$ cat config.mk
export PLATFORM = sky130hd
export DESIGN_NAME = fattr_status_dec
export DESIGN_NICKNAME = d
export VERILOG_FILES = /design/src/verilog/fattr_pkg.sv /design/src/verilog/life_decode.sv /design/src/verilog/fattr_status_dec.sv
export SDC_FILE = /design/constraint.sdc
export NUM_CORES = 1
export LEC_CHECK = 0
export BUFFER_PORTS_ARGS = -buffer_cell sky130_fd_sc_hd__buf_2
export CORE_MARGIN = 5
export CORE_UTILIZATION = 25
export DETAILED_ROUTE_END_ITERATION = 7
export HOLD_SLACK_MARGIN = 0.06
export PLACE_DENSITY = 0.46
export SLEW_MARGIN = 20
export SYNTH_ARGS = -nofsm -noshare
export SYNTH_HDL_FRONTEND = slang
export SYNTH_SLANG_ARGS = --single-unit
$ cat constraint.sdc
create_clock -name clk_in -period 2.7 [get_ports clk_in]
set_input_delay 0.27 -clock clk_in [delete_from_list [all_inputs] [get_ports clk_in]]
set_output_delay 0.27 -clock clk_in [all_outputs]
set_load 0.05 [all_outputs]
$ cat src/verilog/fattr_pkg.sv
// constants, carriers and encodings for the file attribute / status decoder
// assumes a single 20 MHz clock; all inputs synchronous to it
//=============================================================
// Contract
// - no reference object: reference is low five bits of file identifier.
// - reference object with zero length: short reference addressing unsupported.
// - one-byte reference sits in bits 8..4; low three bits must be zero.
// - life cycle byte reported in object tag 8A, length one.
// - 00 no info, 01 creation, 03 initialization, upper nibble nonzero proprietary.
// - operational: bit3 set, upper five clear; bit1 activated; bit2 ignored.
// - pin template tag C6, first member tag 90 holding enable bitmap.
// - key references tag 83 length one follow, optional qualifier tag 95.
// - qualifier always emitted before key reference 11 (universal pin).
// - qualifier immediately precedes its key reference; value tells verification use.
// - each bitmap bit enables the key reference in template order.
// - key reference count equals number of distinct pins in use.
// - status first parameter 01: terminal finished session activation.
// - status first parameter 02: termination begins; 00 no indication.
// - second parameter 00 control params, 01 name, 0C none, else reserved.
// - binary read runs only when read access condition is satisfied.
// - binary read returns count bytes from given offset.
// - p1 top bit clear: offset high; top bits 100: short reference.
package fattr_pkg;
  localparam logic [7:0] TAG_SHORT_REF = 8'h88;
  localparam logic [7:0] TAG_LIFE = 8'h8A;
  localparam logic [7:0] TAG_PIN_TMPL = 8'hC6;
  localparam logic [7:0] TAG_PIN_EN = 8'h90;
  localparam logic [7:0] TAG_QUAL = 8'h95;
  localparam logic [7:0] TAG_KEYREF = 8'h83;
  localparam logic [7:0] LEN_ONE = 8'h01;
  localparam logic [7:0] KEY_UNIVERSAL = 8'h11;
  localparam logic [7:0] QUAL_VERIFY = 8'h08;
  localparam logic [7:0] QUAL_NONE = 8'h00;
  localparam logic [7:0] P1_NONE = 8'h00;
  localparam logic [7:0] P1_ACTIVATED = 8'h01;
  localparam logic [7:0] P1_TERMINATE = 8'h02;
  localparam logic [7:0] P2_FCP = 8'h00;
  localparam logic [7:0] P2_NAME = 8'h01;
  localparam logic [7:0] P2_NODATA = 8'h0C;
  localparam logic [15:0] SW_OK = 16'h9000;
  localparam logic [15:0] SW_BAD_PARAM = 16'h6B00;
  localparam logic [15:0] SW_DENIED = 16'h6982;
  localparam int MAX_PINS = 8;
  // life cycle classes
  typedef enum logic [2:0] {
    LC_NOINFO = 3'h0, LC_CREATE = 3'h1, LC_INIT = 3'h2, LC_OP_ACT = 3'h3,
    LC_OP_DEACT = 3'h4, LC_TERM = 3'h5, LC_PROP = 3'h6, LC_RFU = 3'h7
  } life_t;
  // status command response selection
  typedef enum logic [1:0] {RSP_FCP = 2'h0, RSP_NAME = 2'h1, RSP_NONE = 2'h2, RSP_ERR = 2'h3} rsp_t;
  // pin entry: key reference, verification use, qualifier present
  typedef struct packed {
    logic [7:0] key;
    logic verify;
    logic qual_present;
  } pin_entry_t;
  // command header
  typedef struct packed {
    logic [7:0] p1;
    logic [7:0] p2;
    logic [7:0] le;
  } cmd_t;
endpackage

$ cat src/verilog/life_decode.sv
// combinational life cycle byte classifier
// assumes byte is stable when sampled by the caller
`timescale 1ns/100ps
module life_decode
  import fattr_pkg::*;
(
  // value in
  input wire logic [7:0] lcsi_in,
  // class out
  output life_t class_out
);
  wire upper_clear = (lcsi_in[7:4] == 4'h0);
  wire op_form = (lcsi_in[7:2] == 6'h01);
  wire term_form = upper_clear && (lcsi_in[3:2] == 2'h3);
  //=============================================================
  // classification; termination checked before operational
  assign class_out = (lcsi_in == 8'h00) ? LC_NOINFO :
                     (lcsi_in == 8'h01) ? LC_CREATE :
                     (lcsi_in == 8'h03) ? LC_INIT :
                     !upper_clear ? LC_PROP :
                     term_form ? LC_TERM :
                     (op_form && lcsi_in[0]) ? LC_OP_ACT :
                     op_form ? LC_OP_DEACT : LC_RFU;
endmodule // life_decode

$ cat src/verilog/fattr_status_dec.sv
// file attribute, status command and binary read decoder (top)
// assumes command strobes are one-cycle pulses synchronous to clk_in
`timescale 1ns/100ps
module fattr_status_dec
  import fattr_pkg::*;
#(
  parameter int NPINS = MAX_PINS
)(
  // clock and reset
  input wire logic clk_in,
  input wire logic rstn_in,
  // selected file attributes
  input wire logic [15:0] file_id_in,
  input wire logic sref_present_in,
  input wire logic [7:0] sref_len_in,
  input wire logic [7:0] sref_val_in,
  input wire logic [7:0] lcsi_in,
  // pin configuration
  input wire logic [7:0] pin_enable_map_in,
  input wire logic [3:0] pin_count_in,
  input wire logic [NPINS*8-1:0] pin_keys_in,
  input wire logic [NPINS-1:0] pin_verify_in,
  // commands
  input wire logic status_req_in,
  input wire logic read_req_in,
  input wire logic pin_tmpl_req_in,
  input wire logic life_req_in,
  input wire cmd_t cmd_in,
  input wire logic read_allowed_in,
  // file attribute results
  output logic [4:0] short_file_ref_out,
  output logic sref_supported_out,
  output logic sref_malformed_out,
  output life_t life_class_out,
  // status command results
  output logic app_activated_out,
  output logic app_terminating_out,
  output rsp_t status_rsp_out,
  output logic [15:0] status_word_out,
  output logic done_out,
  // binary read results
  output logic read_go_out,
  output logic [14:0] read_offset_out,
  output logic [7:0] read_len_out,
  output logic read_by_sref_out,
  output logic [4:0] read_sref_out,
  // attribute object byte stream
  output logic [7:0] obj_byte_out,
  output logic obj_valid_out,
  output logic [NPINS-1:0] pin_enabled_out
);
  //=============================================================
  // short file reference selection
  wire [4:0] sref_from_id = file_id_in[4:0];
  wire [4:0] sref_from_obj = sref_val_in[7:3];
  wire sref_empty = sref_present_in && (sref_len_in == 8'h00);
  wire sref_bad = sref_present_in && (sref_len_in == 8'h01) && (sref_val_in[2:0] != 3'h0);
  wire [4:0] sref_nxt = sref_present_in ? sref_from_obj : sref_from_id;
  life_t life_nxt;

  life_decode u_life (
    .lcsi_in(lcsi_in),
    .class_out(life_nxt)
  );

  always_ff @(posedge clk_in or negedge rstn_in) begin
    if (!rstn_in) begin
      short_file_ref_out <= 5'h00;
      sref_supported_out <= 1'b0;
      sref_malformed_out <= 1'b0;
      life_class_out <= LC_NOINFO;
    end else begin
      short_file_ref_out <= sref_empty ? 5'h00 : sref_nxt;
      sref_supported_out <= !sref_empty && !sref_bad;
      sref_malformed_out <= sref_bad;
      life_class_out <= life_nxt;
    end
  end

  //=============================================================
  // status command decode
  wire p1_ok = (cmd_in.p1 == P1_NONE) || (cmd_in.p1 == P1_ACTIVATED) || (cmd_in.p1 == P1_TERMINATE);
  wire [1:0] p2_sel = (cmd_in.p2 == P2_FCP) ? RSP_FCP :
                      (cmd_in.p2 == P2_NAME) ? RSP_NAME :
                      (cmd_in.p2 == P2_NODATA) ? RSP_NONE : RSP_ERR;
  wire status_ok = p1_ok && (p2_sel != RSP_ERR);
  // binary read parameter decode
  wire p1_offset_form = !cmd_in.p1[7];
  wire p1_sref_form = (cmd_in.p1[7:5] == 3'h4);
  wire read_ok = read_allowed_in && (p1_offset_form || p1_sref_form);

  always_ff @(posedge clk_in or negedge rstn_in) begin
    if (!rstn_in) begin
      app_activated_out <= 1'b0;
      app_terminating_out <= 1'b0;
      status_rsp_out <= RSP_NONE;
      status_word_out <= SW_OK;
      done_out <= 1'b0;
    end else begin
      done_out <= status_req_in || read_req_in;
      app_activated_out <= status_req_in && status_ok && (cmd_in.p1 == P1_ACTIVATED);
      app_terminating_out <= status_req_in && status_ok && (cmd_in.p1 == P1_TERMINATE);
      if (status_req_in) begin
        status_rsp_out <= status_ok ? rsp_t'(p2_sel) : RSP_ERR;
        status_word_out <= status_ok ? SW_OK : SW_BAD_PARAM;
      end else if (read_req_in) begin
        status_word_out <= read_ok ? SW_OK : SW_DENIED;
      end
    end
  end

  // read request launch; bytes counted by the file store
  always_ff @(posedge clk_in or negedge rstn_in) begin
    if (!rstn_in) begin
      read_go_out <= 1'b0;
      read_offset_out <= 15'h0000;
      read_len_out <= 8'h00;
      read_by_sref_out <= 1'b0;
      read_sref_out <= 5'h00;
    end else begin
      read_go_out <= read_req_in && read_ok;
      if (read_req_in && read_ok) begin
        read_offset_out <= p1_offset_form ? {cmd_in.p1[6:0], cmd_in.p2} : {7'h00, cmd_in.p2};
        read_len_out <= cmd_in.le;
        read_by_sref_out <= p1_sref_form;
        read_sref_out <= cmd_in.p1[4:0];
      end
    end
  end

  //=============================================================
  // object emitter: life cycle object or pin template, byte per cycle
  typedef enum logic [2:0] {
    EM_IDLE = 3'h0, EM_HDR = 3'h1, EM_BODY = 3'h3, EM_QUAL = 3'h2, EM_KEY = 3'h6
  } em_t;
  em_t em_r, em_nxt;
  logic [3:0] idx_r;
  logic [2:0] step_r;
  logic is_pin_r;

  function automatic logic [7:0] key_at(input logic [NPINS*8-1:0] keys, input logic [3:0] i);
    key_at = keys[i[2:0]*8 +: 8];
  endfunction

  // the universal pin always carries a qualifier so the terminal can see its use
  function automatic logic qual_needed(input logic [7:0] key, input logic verify);
    qual_needed = (key == KEY_UNIVERSAL) || verify;
  endfunction

  // template length: bitmap object, then three bytes per key and per qualifier
  function automatic logic [7:0] tmpl_size(input logic [NPINS*8-1:0] keys, input logic [NPINS-1:0] verify,
      input logic [3:0] n);
    logic [7:0] sz;
    sz = 8'h03;
    for (int i = 0; i < NPINS; i++) begin
      if (4'(i) < n) begin
        sz = sz + 8'h03;
        if (qual_needed(keys[i*8 +: 8], verify[i])) begin
          sz = sz + 8'h03;
        end
      end
    end
    tmpl_size = sz;
  endfunction

  wire [7:0] cur_key = key_at(pin_keys_in, idx_r);
  wire need_qual = qual_needed(cur_key, pin_verify_in[idx_r[2:0]]);
  wire [3:0] npins = (pin_count_in > 4'(NPINS)) ? 4'(NPINS) : pin_count_in;
  wire [7:0] tmpl_len = tmpl_size(pin_keys_in, pin_verify_in, npins);
  wire last_pin = (idx_r + 4'h1) >= npins;
  wire [3:0] idx_next = idx_r + 4'h1;
  wire need_qual_next = qual_needed(key_at(pin_keys_in, idx_next), pin_verify_in[idx_next[2:0]]);

  // header: tag, length; body: pin object tag, length, bitmap
  logic [7:0] byte_nxt;
  always_comb begin
    byte_nxt = 8'h00;
    em_nxt = em_r;
    unique case (em_r)
      EM_IDLE: em_nxt = (pin_tmpl_req_in || life_req_in) ? EM_HDR : EM_IDLE;
      EM_HDR: begin
        byte_nxt = (step_r == 3'h0) ? (is_pin_r ? TAG_PIN_TMPL : TAG_LIFE) :
                   (is_pin_r ? tmpl_len : LEN_ONE);
        em_nxt = (step_r == 3'h1) ? EM_BODY : EM_HDR;
      end
      EM_BODY: begin
        byte_nxt = !is_pin_r ? lcsi_in :
                   (step_r == 3'h0) ? TAG_PIN_EN : (step_r == 3'h1) ? LEN_ONE : pin_enable_map_in;
        em_nxt = (!is_pin_r || npins == 4'h0) ? ((is_pin_r && step_r != 3'h2) ? EM_BODY : EM_IDLE) :
                 (step_r == 3'h2) ? (need_qual ? EM_QUAL : EM_KEY) : EM_BODY;
      end
      EM_QUAL: begin
        byte_nxt = (step_r == 3'h0) ? TAG_QUAL : (step_r == 3'h1) ? LEN_ONE :
                   (pin_verify_in[idx_r[2:0]] ? QUAL_VERIFY : QUAL_NONE);
        em_nxt = (step_r == 3'h2) ? EM_KEY : EM_QUAL;
      end
      EM_KEY: begin
        byte_nxt = (step_r == 3'h0) ? TAG_KEYREF : (step_r == 3'h1) ? LEN_ONE : cur_key;
        em_nxt = (step_r != 3'h2) ? EM_KEY : last_pin ? EM_IDLE : EM_KEY;
      end
      default: em_nxt = EM_IDLE;
    endcase
  end

  wire step_wrap = ((em_r == EM_HDR) && step_r == 3'h1) || (em_r != EM_HDR && step_r == 3'h2) ||
                   (em_r == EM_BODY && !is_pin_r);
  // next key begins when a key object completes; its qualifier comes first
  wire key_done = (em_r == EM_KEY) && (step_r == 3'h2);

  always_ff @(posedge clk_in or negedge rstn_in) begin
    if (!rstn_in) begin
      em_r <= EM_IDLE;
      step_r <= 3'h0;
      idx_r <= 4'h0;
      is_pin_r <= 1'b0;
    end else begin
      em_r <= (key_done && !last_pin && need_qual_next) ? EM_QUAL : em_nxt;
      step_r <= (em_r == EM_IDLE || step_wrap) ? 3'h0 : step_r + 3'h1;
      if (em_r == EM_IDLE) begin
        idx_r <= 4'h0;
        is_pin_r <= pin_tmpl_req_in;
      end else if (key_done) begin
        idx_r <= idx_r + 4'h1;
      end
    end
  end

  always_ff @(posedge clk_in or negedge rstn_in) begin
    if (!rstn_in) begin
      obj_byte_out <= 8'h00;
      obj_valid_out <= 1'b0;
      pin_enabled_out <= '0;
    end else begin
      obj_byte_out <= byte_nxt;
      obj_valid_out <= (em_r != EM_IDLE);
      pin_enabled_out <= pin_enable_map_in[NPINS-1:0];
    end
  end

  //=============================================================
  // checks
  // short reference
  sref_id_a: assert property (@(posedge clk_in) disable iff (!rstn_in)
    !sref_present_in |=> short_file_ref_out == $past(file_id_in[4:0])) else $error("sref not from id");
  sref_empty_a: assert property (@(posedge clk_in) disable iff (!rstn_in)
    sref_empty |=> !sref_supported_out) else $error("empty sref supported");
  sref_bits_a: assert property (@(posedge clk_in) disable iff (!rstn_in)
    (sref_present_in && sref_len_in == 8'h01 && sref_val_in[2:0] == 3'h0) |=>
    sref_supported_out && short_file_ref_out == $past(sref_val_in[7:3])) else $error("sref bits");
  // status command, binary read and life cycle object header
  status_act_a: assert property (@(posedge clk_in) disable iff (!rstn_in)
    (status_req_in && cmd_in == {P1_ACTIVATED, P2_NODATA, 8'h00}) |=> app_activated_out && done_out)
    else $error("activation missed");
  status_term_a: assert property (@(posedge clk_in) disable iff (!rstn_in)
    (status_req_in && cmd_in.p1 == P1_TERMINATE && cmd_in.p2 == P2_FCP) |=> app_terminating_out)
    else $error("termination missed");
  status_rfu_a: assert property (@(posedge clk_in) disable iff (!rstn_in)
    (status_req_in && !p1_ok) |=> status_rsp_out == RSP_ERR && status_word_out == SW_BAD_PARAM)
    else $error("reserved accepted");
  read_deny_a: assert property (@(posedge clk_in) disable iff (!rstn_in)
    (read_req_in && !read_allowed_in) |=> !read_go_out && status_word_out == SW_DENIED)
    else $error("read not refused");
  read_off_a: assert property (@(posedge clk_in) disable iff (!rstn_in)
    (read_req_in && read_allowed_in && !cmd_in.p1[7]) |=> read_go_out &&
    read_offset_out == {$past(cmd_in.p1[6:0]), $past(cmd_in.p2)} && read_len_out == $past(cmd_in.le))
    else $error("read offset");
  life_tag_a: assert property (@(posedge clk_in) disable iff (!rstn_in)
    (em_r == EM_IDLE && life_req_in && !pin_tmpl_req_in) |=> ##1 obj_byte_out == TAG_LIFE ##1 obj_byte_out == LEN_ONE)
    else $error("life object header");
  // life cycle decode
  life_op_a: assert property (@(posedge clk_in) disable iff (!rstn_in)
    (lcsi_in[7:2] == 6'h01) |=> life_class_out == ($past(lcsi_in[0]) ? LC_OP_ACT : LC_OP_DEACT))
    else $error("operational state");
  life_term_a: assert property (@(posedge clk_in) disable iff (!rstn_in)
    (lcsi_in[7:4] == 4'h0 && lcsi_in[3:2] == 2'h3) |=> life_class_out == LC_TERM)
    else $error("termination state");
  // status and read parameters
  status_name_a: assert property (@(posedge clk_in) disable iff (!rstn_in)
    (status_req_in && p1_ok && cmd_in.p2 == P2_NAME) |=> status_rsp_out == RSP_NAME && status_word_out == SW_OK)
    else $error("name response");
  status_p2_a: assert property (@(posedge clk_in) disable iff (!rstn_in)
    (status_req_in && cmd_in.p2 != P2_FCP && cmd_in.p2 != P2_NAME && cmd_in.p2 != P2_NODATA) |=>
    status_rsp_out == RSP_ERR && !app_activated_out && !app_terminating_out) else $error("reserved p2 accepted");
  read_sref_a: assert property (@(posedge clk_in) disable iff (!rstn_in)
    (read_req_in && read_allowed_in && cmd_in.p1[7:5] == 3'h4) |=> read_go_out && read_by_sref_out &&
    read_offset_out == {7'h00, $past(cmd_in.p2)} && read_sref_out == $past(cmd_in.p1[4:0]))
    else $error("read by reference");
  read_form_a: assert property (@(posedge clk_in) disable iff (!rstn_in)
    (read_req_in && cmd_in.p1[7] && cmd_in.p1[6:5] != 2'h0) |=> !read_go_out && status_word_out == SW_DENIED)
    else $error("reserved read form");
  // object stream
  pin_hdr_a: assert property (@(posedge clk_in) disable iff (!rstn_in)
    (em_r == EM_IDLE && pin_tmpl_req_in) |=> ##1 obj_byte_out == TAG_PIN_TMPL ##2 obj_byte_out == TAG_PIN_EN)
    else $error("pin template header");
  qual_univ_a: assert property (@(posedge clk_in) disable iff (!rstn_in)
    (em_r == EM_KEY && step_r == 3'h0 && cur_key == KEY_UNIVERSAL) |-> $past(em_r) == EM_QUAL)
    else $error("universal pin unqualified");
  qual_next_a: assert property (@(posedge clk_in) disable iff (!rstn_in)
    (em_r == EM_QUAL && step_r == 3'h2) |=> em_r == EM_KEY && step_r == 3'h0) else $error("qualifier not adjacent");
  key_obj_a: assert property (@(posedge clk_in) disable iff (!rstn_in)
    (em_r == EM_KEY && step_r == 3'h0) |=> obj_byte_out == TAG_KEYREF ##1 obj_byte_out == LEN_ONE)
    else $error("key reference object");
  cov_status_c: cover property (@(posedge clk_in) status_req_in ##1 status_rsp_out == RSP_NAME);
  cov_read_c: cover property (@(posedge clk_in) read_go_out && read_by_sref_out);
  cov_qual_c: cover property (@(posedge clk_in) em_r == EM_QUAL);
  cov_term_c: cover property (@(posedge clk_in) life_class_out == LC_TERM);
  cov_deny_c: cover property (@(posedge clk_in) read_req_in && !read_allowed_in ##1 status_word_out == SW_DENIED);
endmodule // fattr_status_dec

==> impl_metrics.tcl, run 1 <==
set metrics [dict create \
    overflow 0 \
    dr.pass1.iters 5 \
    synth_common_cells "111 x nand2_1, 75 x dfrtp_1, 65 x nor2_1, 46 x a21oi_1, 32 x inv_1" \
    synth_top_flop_cell "dfrtp_1" \
    p_per_area_nw_per_um2 753 \
    netlist_instances 761 \
    postRouteAntennaNets 0 \
    total_leakage_power_uw 0.00523 \
    hold_path_class "input pin to flip-flop" \
    initial_core_util_pct 25.3 \
    fmax_mhz 152 \
    nets 1392 \
    crit_family "compound AO/OA/AOI/OAI gates" \
    worst_path_largest_cell_delay_ns 0.50 \
    start_kind "input pin" \
    synthArstFlopShare_pct 100 \
    finalHoldViolCount 0 \
    fin_crit_ns 6.58 \
    numCtsBuffers 9 \
    yosys.cell_types.count 100 \
    violations "setup timing" \
    fillers 2687 \
    synth_area_leaders "dfrtp_1 27%, mux4_2 6.6%, nand2_1 6.1%, ha_1 5.7%, nor2_1 3.6%" \
    clock_path_buffers 2 \
    yosys_warnings 0 \
    grt_pass1_wl_um 42100 \
    wl_per_cell_um 17.5 \
    fin_crit_sh_pct 244 \
    path_clk_slew_ns 0.07 \
    fin_util_pct 41.0 \
    yosysMostFrequentCell "nand2_1" \
    setup_slack_ns -3.88 \
    synth_top_area_share_pct 27.5 \
    worst_setup_path_end_kind "flip-flop" \
    total_power_uw 8320 \
    grt.total_usage_pct 16.8 \
    slew_violations 0 \
    ir_drop_mv 0.337 \
    reg2reg_slack_ns 0.09 \
    syn_area_per_cell_um2 8.98 \
    wl_um 27100 \
    required_ns 2.93 \
    routed_via_density 4.87 \
    n_antenna_cell 0 \
    cp_max_fo 5 \
    die_h_um 175 \
    worst_pin_slew_ns 0.738 \
    synth_edf_count 0 \
    coreArea_um2 27000 \
    slew-limit-headroom_pct 50.8 \
    crit_slowest_cell "or4b_4" \
    die_w_um 175 \
    yosysSeqAreaShare_pct 28.2 \
    drc 0 \
    clk_latency_ns 0.33 \
    finalSetupTns_ns -25.89 \
    finalSetupViolCount 8 \
    cts_tree "done" \
    crit_buf_inv 6 \
    first_global_vias 7619 \
    vias 7561 \
    area_delta_synth_final_pct 61.7 \
    synth-seq-cells 77 \
    htreeDepth 3 \
    first_iter_violations 344 \
    pin_count 234 \
    port_buffers 215 \
    die_area_um2 30700 \
    grt_antenna_before_repair 0 \
    grt_max_degree 51 \
    cap_viol_max_count 0 \
    dp_hpwl_um 21800 \
    crit_type "input pin to flip-flop" \
    clkSinkCount 77 \
    synth_area_um2 6830 \
    drive_above_1_share_pct 51.2 \
    yosys.area.top_type "dfrtp_1" \
    skew_ns 0.0116 \
    place_area_um2 9760 \
    rows 60 \
    gp_congestion 0.908 \
    final_cell_area_um2 11000 \
    rsz0062_at_grt "true" \
    outcome "finished, violations left" \
    cp.arrival_ns 6.81 \
    dp_slack_ns -4.16 \
    clockRootBuffer "clkbuf_16" \
]
[power by group]
group          switching, uW  internal [uW]
Combinational           3020           2690
Sequential               126           1340
Clock                    495            652
[state kept, by name, indices dropped and copies added (netlist names), 4 cells and up]
| signal | flops |
|---|---|
| obj_byte_out | 8 |
| pin_enabled_out | 8 |
| short_file_ref_out | 5 |
| status_word_out | 4 |
| read_sref_out | 5 |
| idx_r | 4 |
| read_len_out | 8 |
| read_offset_out | 15 |
[path summary, 6_finish.rpt]
path | from | to | cells past startpoint
hold reg to reg | read_len_out[7]$_DFFE_PN0P_ | read_len_out[7]$_DFFE_PN0P_ | 2
max in group asynchronous | rstn_in | status_word_out[12]$_DFFE_PN1P_ | 3
setup / recovery | pin_keys_in[7] | obj_byte_out[6]$_DFF_PN0_ | 38
min in group asynchronous | rstn_in | read_len_out[0]$_DFFE_PN0P_ | 2
setup reg to reg | idx_r[0]$_DFFE_PN0P_ | obj_byte_out[6]$_DFF_PN0_ | 7
hold / removal | pin_enable_map_in[1] | pin_enabled_out[1]$_DFF_PN0_ | 1
[worst reg2reg max path, delay by kind of cell, from the launching register on]
family	cells	cell delay, ns
and+or+nand+nor	1	0.06
AOI/OAI and AO/OA	3	0.91
DFF	1	0.37
buffers and inverters	1	0.21
muxes	2	0.97
[timing repair]
action / 4_1_cts / 5_1_grt
setup endpoints to repair: 8 / 8
hold buffers: 8 / 0
pin swaps: 21 / 41
setup buffers: 26 / 24
endpoints found under the hold margin: 56 / 0
gates resized for setup: 43 / 60
[cell families (layout without fill, tap and decap cells)]
logic type               after synthesis  count (layout)  share of synthesized area [%]
buffers and inverters                 72             515                           5.02
other                                  1               7                         0.0549
adder cells (fa/ha/maj)               32              32                           5.83
XOR/XNOR                              34              34                           5.97
flip-flops                            77              77                           28.2
AND/OR/NAND/NOR                      305             305                           23.7
multiplexers                          45              45                           10.5
AO/OA/AOI/OAI                        195             195                           20.7
[layout by cell type (no fill, tap or decap), drive strengths merged, types with 4 or more instances in the layout]
| cell | instances |
|---|---|
| a211o | 9 |
| a211oi | 12 |
| a21o | 18 |
| a21oi | 49 |
| a22o | 4 |
| a31oi | 6 |
| and2 | 6 |
| and3 | 5 |
| buf | 455 |
| clkbuf | 10 |
| clkinvlp | 4 |
| conb | 7 |
| dfrtp | 75 |
| dlygate4sd3 | 8 |
| ha | 31 |
| inv | 36 |
| mux2i | 22 |
| mux4 | 20 |
| nand2 | 112 |
| nand2b | 11 |
| nand3 | 23 |
| nand4 | 7 |
| nor2 | 66 |
| nor2b | 8 |
| nor3 | 13 |
| nor3b | 5 |
| nor4 | 10 |
| nor4b | 18 |
| o211ai | 10 |
| o21a | 5 |
| o21ai | 31 |
| o31ai | 5 |
| or3 | 6 |
| or4 | 4 |
| xnor2 | 23 |
| xor2 | 8 |
[layer usage]
layer	up-vias	share of wire [%]	GRT usage, %
li1	3691	-	-
met1	3598	44	22.5
met2	241	49	29.2
met3	31	5.4	2.37
met4	0	1.8	3.54
met5	-	0	0
[per-stage QoR]
stage / hold WS, ns / cells
after floorplan: -0.0256 / 767
after global placement: 0.356 / 1479
after detailed placement: 0.364 / 1479
after CTS: 0.0617 / 1528
after global routing: 0.0632 / 1551
final: 0.0705 / 1551
[area by class of cell]
class / instances / area (um^2) / share of cell area (%)
timing repair buffer: 463 / 3110 / 28.1
clock buffer: 10 / 239 / 2.16
clock inverter: 6 / 47.5 / 0.430
multi-input combinational: 618 / 5160 / 46.7
sequential: 77 / 1930 / 17.5
inverter: 36 / 138 / 1.25
tap: 341 / 427 / 3.86
(Power assumes the default switching activity.)
==> run 2: changes to the inputs <==
Settings changed: RECOVER_POWER set to 100.
==> run 2 against run 1 <==
Compared with the run above: flip-flop and latch count is the same; non-clock buffer count is the same; first-iteration DRC count grew 2.0%; the run still ends with setup timing left; combinational power shrank 1%; critical path type unchanged; design area shrank 1.4%; sequential power is essentially flat; worst setup slack lost 0.0069 ns.
==> impl_metrics.tcl, run 2 (same netlist as run 1, synthesis figures left out) <==
set metrics [dict create \
    outcome "finished, violations left" \
    violations "setup timing" \
    coreArea_um2 27000 \
    first_iter_violations 351 \
    finalSetupViolCount 8 \
    grt.total_usage_pct 16.8 \
    drc 0 \
    n_antenna_cell 0 \
    cts_tree "done" \
    vias 7585 \
    slew_violations 0 \
    pin_count 234 \
    overflow 0 \
    gp_congestion 0.908 \
    total_leakage_power_uw 0.00495 \
    fin_hold_ws_ns 0.0829 \
    wl_per_cell_um 17.5 \
    fin_crit_ns 6.59 \
    fmax_mhz 152 \
    fillers 2738 \
    ir_drop_mv 0.337 \
    die_w_um 175 \
    worst_setup_path_end_kind "flip-flop" \
    finalSetupTns_ns -25.91 \
    clockRootBuffer "clkbuf_16" \
    p_per_area_nw_per_um2 759 \
    crit_type "input pin to flip-flop" \
    hold_path_class "input pin to flip-flop" \
    final_common_cell "buf_4" \
    port_buffers 215 \
    grt_max_degree 51 \
    area_delta_synth_final_pct 59.5 \
    crit_top_cell "a21o_1" \
    skew_ns 0.00913 \
    die_area_um2 30700 \
    worst_path_largest_cell_delay_ns 0.50 \
    clk_latency_ns 0.33 \
    wl_um 27200 \
    rsz0062_at_grt "true" \
    drive_above_1_share_pct 44.0 \
    grt_pass1_wl_um 42100 \
    dp_cells 1479 \
    required_ns 2.92 \
    fin_crit_sh_pct 244 \
    die_h_um 175 \
    dr.pass1.iters 5 \
    layout_common_cells "211 x buf_4, 129 x buf_2, 108 x nand2_1, 87 x clkbuf_1, 75 x dfrtp_1" \
    clock_path_buffers 2 \
    cp_max_fo 5 \
    initial_core_util_pct 25.3 \
    slew-limit-headroom_pct 2.63 \
    dp_hpwl_um 21800 \
    rows 60 \
    first_global_vias 7619 \
    numCtsBuffers 9 \
    setup_slack_ns -3.89 \
    total_power_uw 8260 \
    grt_antenna_before_repair 0 \
    routed_via_density 4.89 \
    htreeDepth 3 \
    start_kind "input pin" \
    nets 1392 \
    fin_cells 1551 \
    worst_pin_slew_ns 1.46 \
    cp.arrival_ns 6.82 \
    finalHoldViolCount 0 \
    largest_reg_flops 15 \
    clkSinkCount 77 \
    cap_viol_max_count 0 \
    crit_slowest_cell "or4b_4" \
    postRouteAntennaNets 0 \
    regMostFlops "read_offset_out" \
    path_clk_slew_ns 0.07 \
]
==> run 2: changes by cell type in the layout (fill, tap and decap cells not counted), sizes merged <==
cell / delta
buf: -91
clkbuf: +91
==> run 2: area by class of cell <==
| cell class | instances | area, um^2 | share of cell area, % |
|---|---|---|---|
| multi-input cells | 618 | 5160 | 47.4 |
| repair buffers | 463 | 2950 | 27.1 |
| flip-flops and latches | 77 | 1930 | 17.7 |
| well taps | 341 | 427 | 3.92 |
| clock buffers | 10 | 239 | 2.19 |
| inverters | 36 | 138 | 1.26 |
| clock inverters | 6 | 47.5 | 0.436 |
==> run 2: routing by layer <==
metal	global-route usage, %	share of wire [%]	wire, um	vias to the layer above
met5	0	0	0	-
met4	3.54	1.9	507	0
met3	2.37	5.2	1420	32
met2	29.2	49	13300	239
met1	22.5	44	12000	3622
li1	-	-	-	3692
==> run 2: through the flow <==
step	instance area [um^2]	util, %	setup slack, ns
floorplan	6980	-	-4.26
global placement	9760	36.2	-4.05
detailed placement	9760	36.2	-4.16
CTS	10500	39.1	-3.62
global route	10900	40.4	-4.24
finish	10900	40.4	-3.89
==> run 2: critical path: cells and delay by family <==
family	cells	cell delay, ns
simple gates	9	1.58
fa+ha+maj	5	1.04
buf+inv	7	0.72
compound gates	16	3.18
==> run 2: power by group <==
part           switching, uW  internal, uW
clock network            496           652
logic                   3020          2630
registers                132          1340
total                   3650          4620
==> run 2: repair_timing <==
item                                    in CTS  in global routing
hold buffers                                 8                  0
cloned                                       0                  0
gates resized for setup                     43                 60
buffers inserted                            26                 24
pin swaps                                   21                 41
endpoints found under the hold margin       56                  0
endpoints found under the setup margin       8                  8
==> run 2: worst paths after layout <==
| check | cells after the start | to | from | slack, ns |
|---|---|---|---|---|
| max | 37 | obj_byte_out[6]$_DFF_PN0_ | pin_keys_in[7] | -3.89 |
| min | 1 | pin_enabled_out[1]$_DFF_PN0_ | pin_enable_map_in[1] | 0.08 |
| max reg2reg | 7 | obj_byte_out[6]$_DFF_PN0_ | idx_r[0]$_DFFE_PN0P_ | -0.11 |
| min reg2reg | 2 | read_len_out[7]$_DFFE_PN0P_ | read_len_out[7]$_DFFE_PN0P_ | 0.47 |
| max in group asynchronous | 3 | sref_malformed_out$_DFF_PN0_ | rstn_in | 0.62 |
| min in group asynchronous | 2 | pin_enabled_out[4]$_DFF_PN0_ | rstn_in | 0.75 |
==> run 3: changes to the inputs <==
Settings changed: CORE_UTILIZATION 25 to 35, PLACE_DENSITY 0.46 to 0.58, REMOVE_ABC_BUFFERS set to 1.
Clock period 2.7 ns to 8 ns, I/O delays scaled along.
==> run 3 against run 2 <==
Compared with the run above: routed wire length down 20%; the flow finishes with violations (capacitance limit, slew limit); combinational power fell by 77%; total power down 74%; critical path depth is 3 higher; design area is 22% lower; first-iteration DRC count is 3.4% lower.
==> impl_metrics.tcl, run 3 (same netlist as run 1, synthesis figures left out) <==
set metrics [dict create \
    slew-limit-headroom_pct -167 \
    seq_power_share_pct 23.0 \
    power_frac_comb_pct 58.3 \
    overflow 0 \
    fmax_mhz 133 \
    violations "capacitance limit, slew limit" \
    final_common_cell "buf_2" \
    vias 6660 \
    crit_type "input pin to flip-flop" \
    fillers 1984 \
    crit_slowest_cell "or4b_1" \
    clock_path_buffers 2 \
    gp_congestion 0.884 \
    rows 51 \
    outcome "finished, violations left" \
    initial_core_util_pct 35.3 \
    required_ns 8.22 \
    clkSinkCount 77 \
    cp-startpoint "pin_keys_in[3]" \
    path_clk_slew_ns 0.06 \
    fin_crit_sh_pct 93.8 \
    cts_tree "done" \
    largest_reg_flops 15 \
    crit_buf_inv 6 \
    clockRootBuffer "clkbuf_16" \
    drc 0 \
    die_w_um 150 \
    dp_cells 1243 \
    die_area_um2 22400 \
    worst_setup_path_end_kind "flip-flop" \
    routed_via_density 5.28 \
    drive_above_1_share_pct 26.3 \
    dr.pass1.iters 5 \
    nets 1179 \
    grt_max_degree 78 \
    worst_pin_slew_ns 4.00 \
    postRouteAntennaNets 0 \
    layout_common_cells "130 x buf_2, 111 x nand2_1, 87 x clkbuf_1, 75 x dfrtp_1, 64 x nor2_1" \
    grt_pass1_wl_um 33500 \
    skew_ns 0.00779 \
    crit_family "compound AO/OA/AOI/OAI gates" \
    p_clk_share_pct 18.8 \
    pin_count 234 \
    htreeDepth 3 \
    r2r-start "idx_r[1]$_DFFE_PN0P_" \
    crit_top_cell "ha_1" \
    fin_cells 1262 \
    p_int_uw 1170 \
    finalSetupViolCount 0 \
    numCtsBuffers 9 \
    dp_hpwl_um 17700 \
    slew_violations 78 \
    coreArea_um2 19300 \
    worst_path_largest_cell_delay_ns 0.53 \
    n_antenna_cell 0 \
    finalHoldViolCount 0 \
    swShare_pct 46.5 \
    cp.arrival_ns 7.72 \
    multiInputGateArea_um2 4630 \
    fin_crit_ns 7.50 \
    first_iter_violations 339 \
    cap_viol_max_count 1 \
    grt_antenna_before_repair 0 \
    hold_path_class "flip-flop to flip-flop" \
    wl_um 21700 \
    grt.total_usage_pct 18.6 \
    wl_per_cell_um 17.2 \
    area_delta_synth_final_pct 25.2 \
    p_switching_uw 1010 \
    port_buffers 215 \
    first_global_vias 6339 \
    total_leakage_power_uw 0.00380 \
    seqCellArea_um2 1930 \
    clk_latency_ns 0.33 \
    regMostFlops "read_offset_out" \
    cp_max_fo 3 \
    finalSetupTns_ns 0 \
    fin_util_pct 44.2 \
    start_kind "input pin" \
    ir_drop_mv 0.119 \
    p_per_area_nw_per_um2 255 \
    die_h_um 150 \
    hold_path.startpoint "read_sref_out[1]$_DFFE_PN0P_" \
]
## run 3: changes by cell type in the layout (fill, tap and decap cells not counted), moves of 8 or more
cell           change
a21oi_1            +9
ha_4              -11
buf_6             -20
dlygate4sd3_1      -8
buf_4            -177
ha_1              +12
## run 3: power by group through the flow
stage | clock (uW) | sequential, uW | combinational, uW
5_1_grt | 436 | 510 | 1390
3_5_place_dp | 0 | 505 | 1260
3_3_place_gp | 0 | 504 | 1250
4_1_cts | 421 | 499 | 1260
2_1_floorplan | 0 | 668 | 748
6_report | 410 | 501 | 1270
## run 3: what timing repair did
item                                    CTS  global route
resized for setup                         0             9
endpoints found under the hold margin     0             0
hold buffers                              0             0
buffers inserted                          0             3
endpoints found under the setup margin    0             3
## run 3: final cells by class
| type | instances | share of cell area (%) |
|---|---|---|
| flip-flops and latches | 77 | 22.6 |
| well taps | 265 | 3.88 |
| inverters | 36 | 1.58 |
| multi-input cells | 618 | 54.1 |
| repair buffers | 250 | 14.4 |
| clock inverters | 6 | 0.820 |
| clock buffers | 10 | 2.68 |
## run 3: path summary, 6_finish.rpt
kind	end	slack, ns	cells after the start
worst max-delay path	obj_byte_out[6]$_DFF_PN0_	0.50	40
worst min-delay path	read_sref_out[1]$_DFFE_PN0P_	0.47	2
worst max register to register	em_r[2]$_DFF_PN0_	5.25	8
worst min register to register	read_sref_out[1]$_DFFE_PN0P_	0.47	2
max in group asynchronous	obj_valid_out$_DFF_PN0_	3.90	1
min in group asynchronous	read_sref_out[2]$_DFFE_PN0P_	1.85	1
## run 3: metal layers
layer	share of wire [%]	vias to the layer above	global-route usage, %
li1	-	3260	-
met1	44	3191	24.7
met2	49	187	32.0
met3	5.2	22	2.79
met4	1.6	0	4.62
met5	0	-	0
## run 3: worst min-delay path: cells and delay by family (launching register included)
family / cells / cell delay, ns
DFF: 1 / 0.34
and+or+nand+nor: 2 / 0.10
## run 3: metrics by stage
stage	setup slack, ns	area (um^2)	hold WS (ns)	total power [uW]
detailed placement	0.00881	8300	0.456	1760
global route	-0.0943	8550	0.499	2340
global placement	0.0545	8300	0.453	1750
finish	0.499	8550	0.474	2180
floorplan	0.0819	6650	0.460	1420
CTS	0.315	8590	0.472	2180
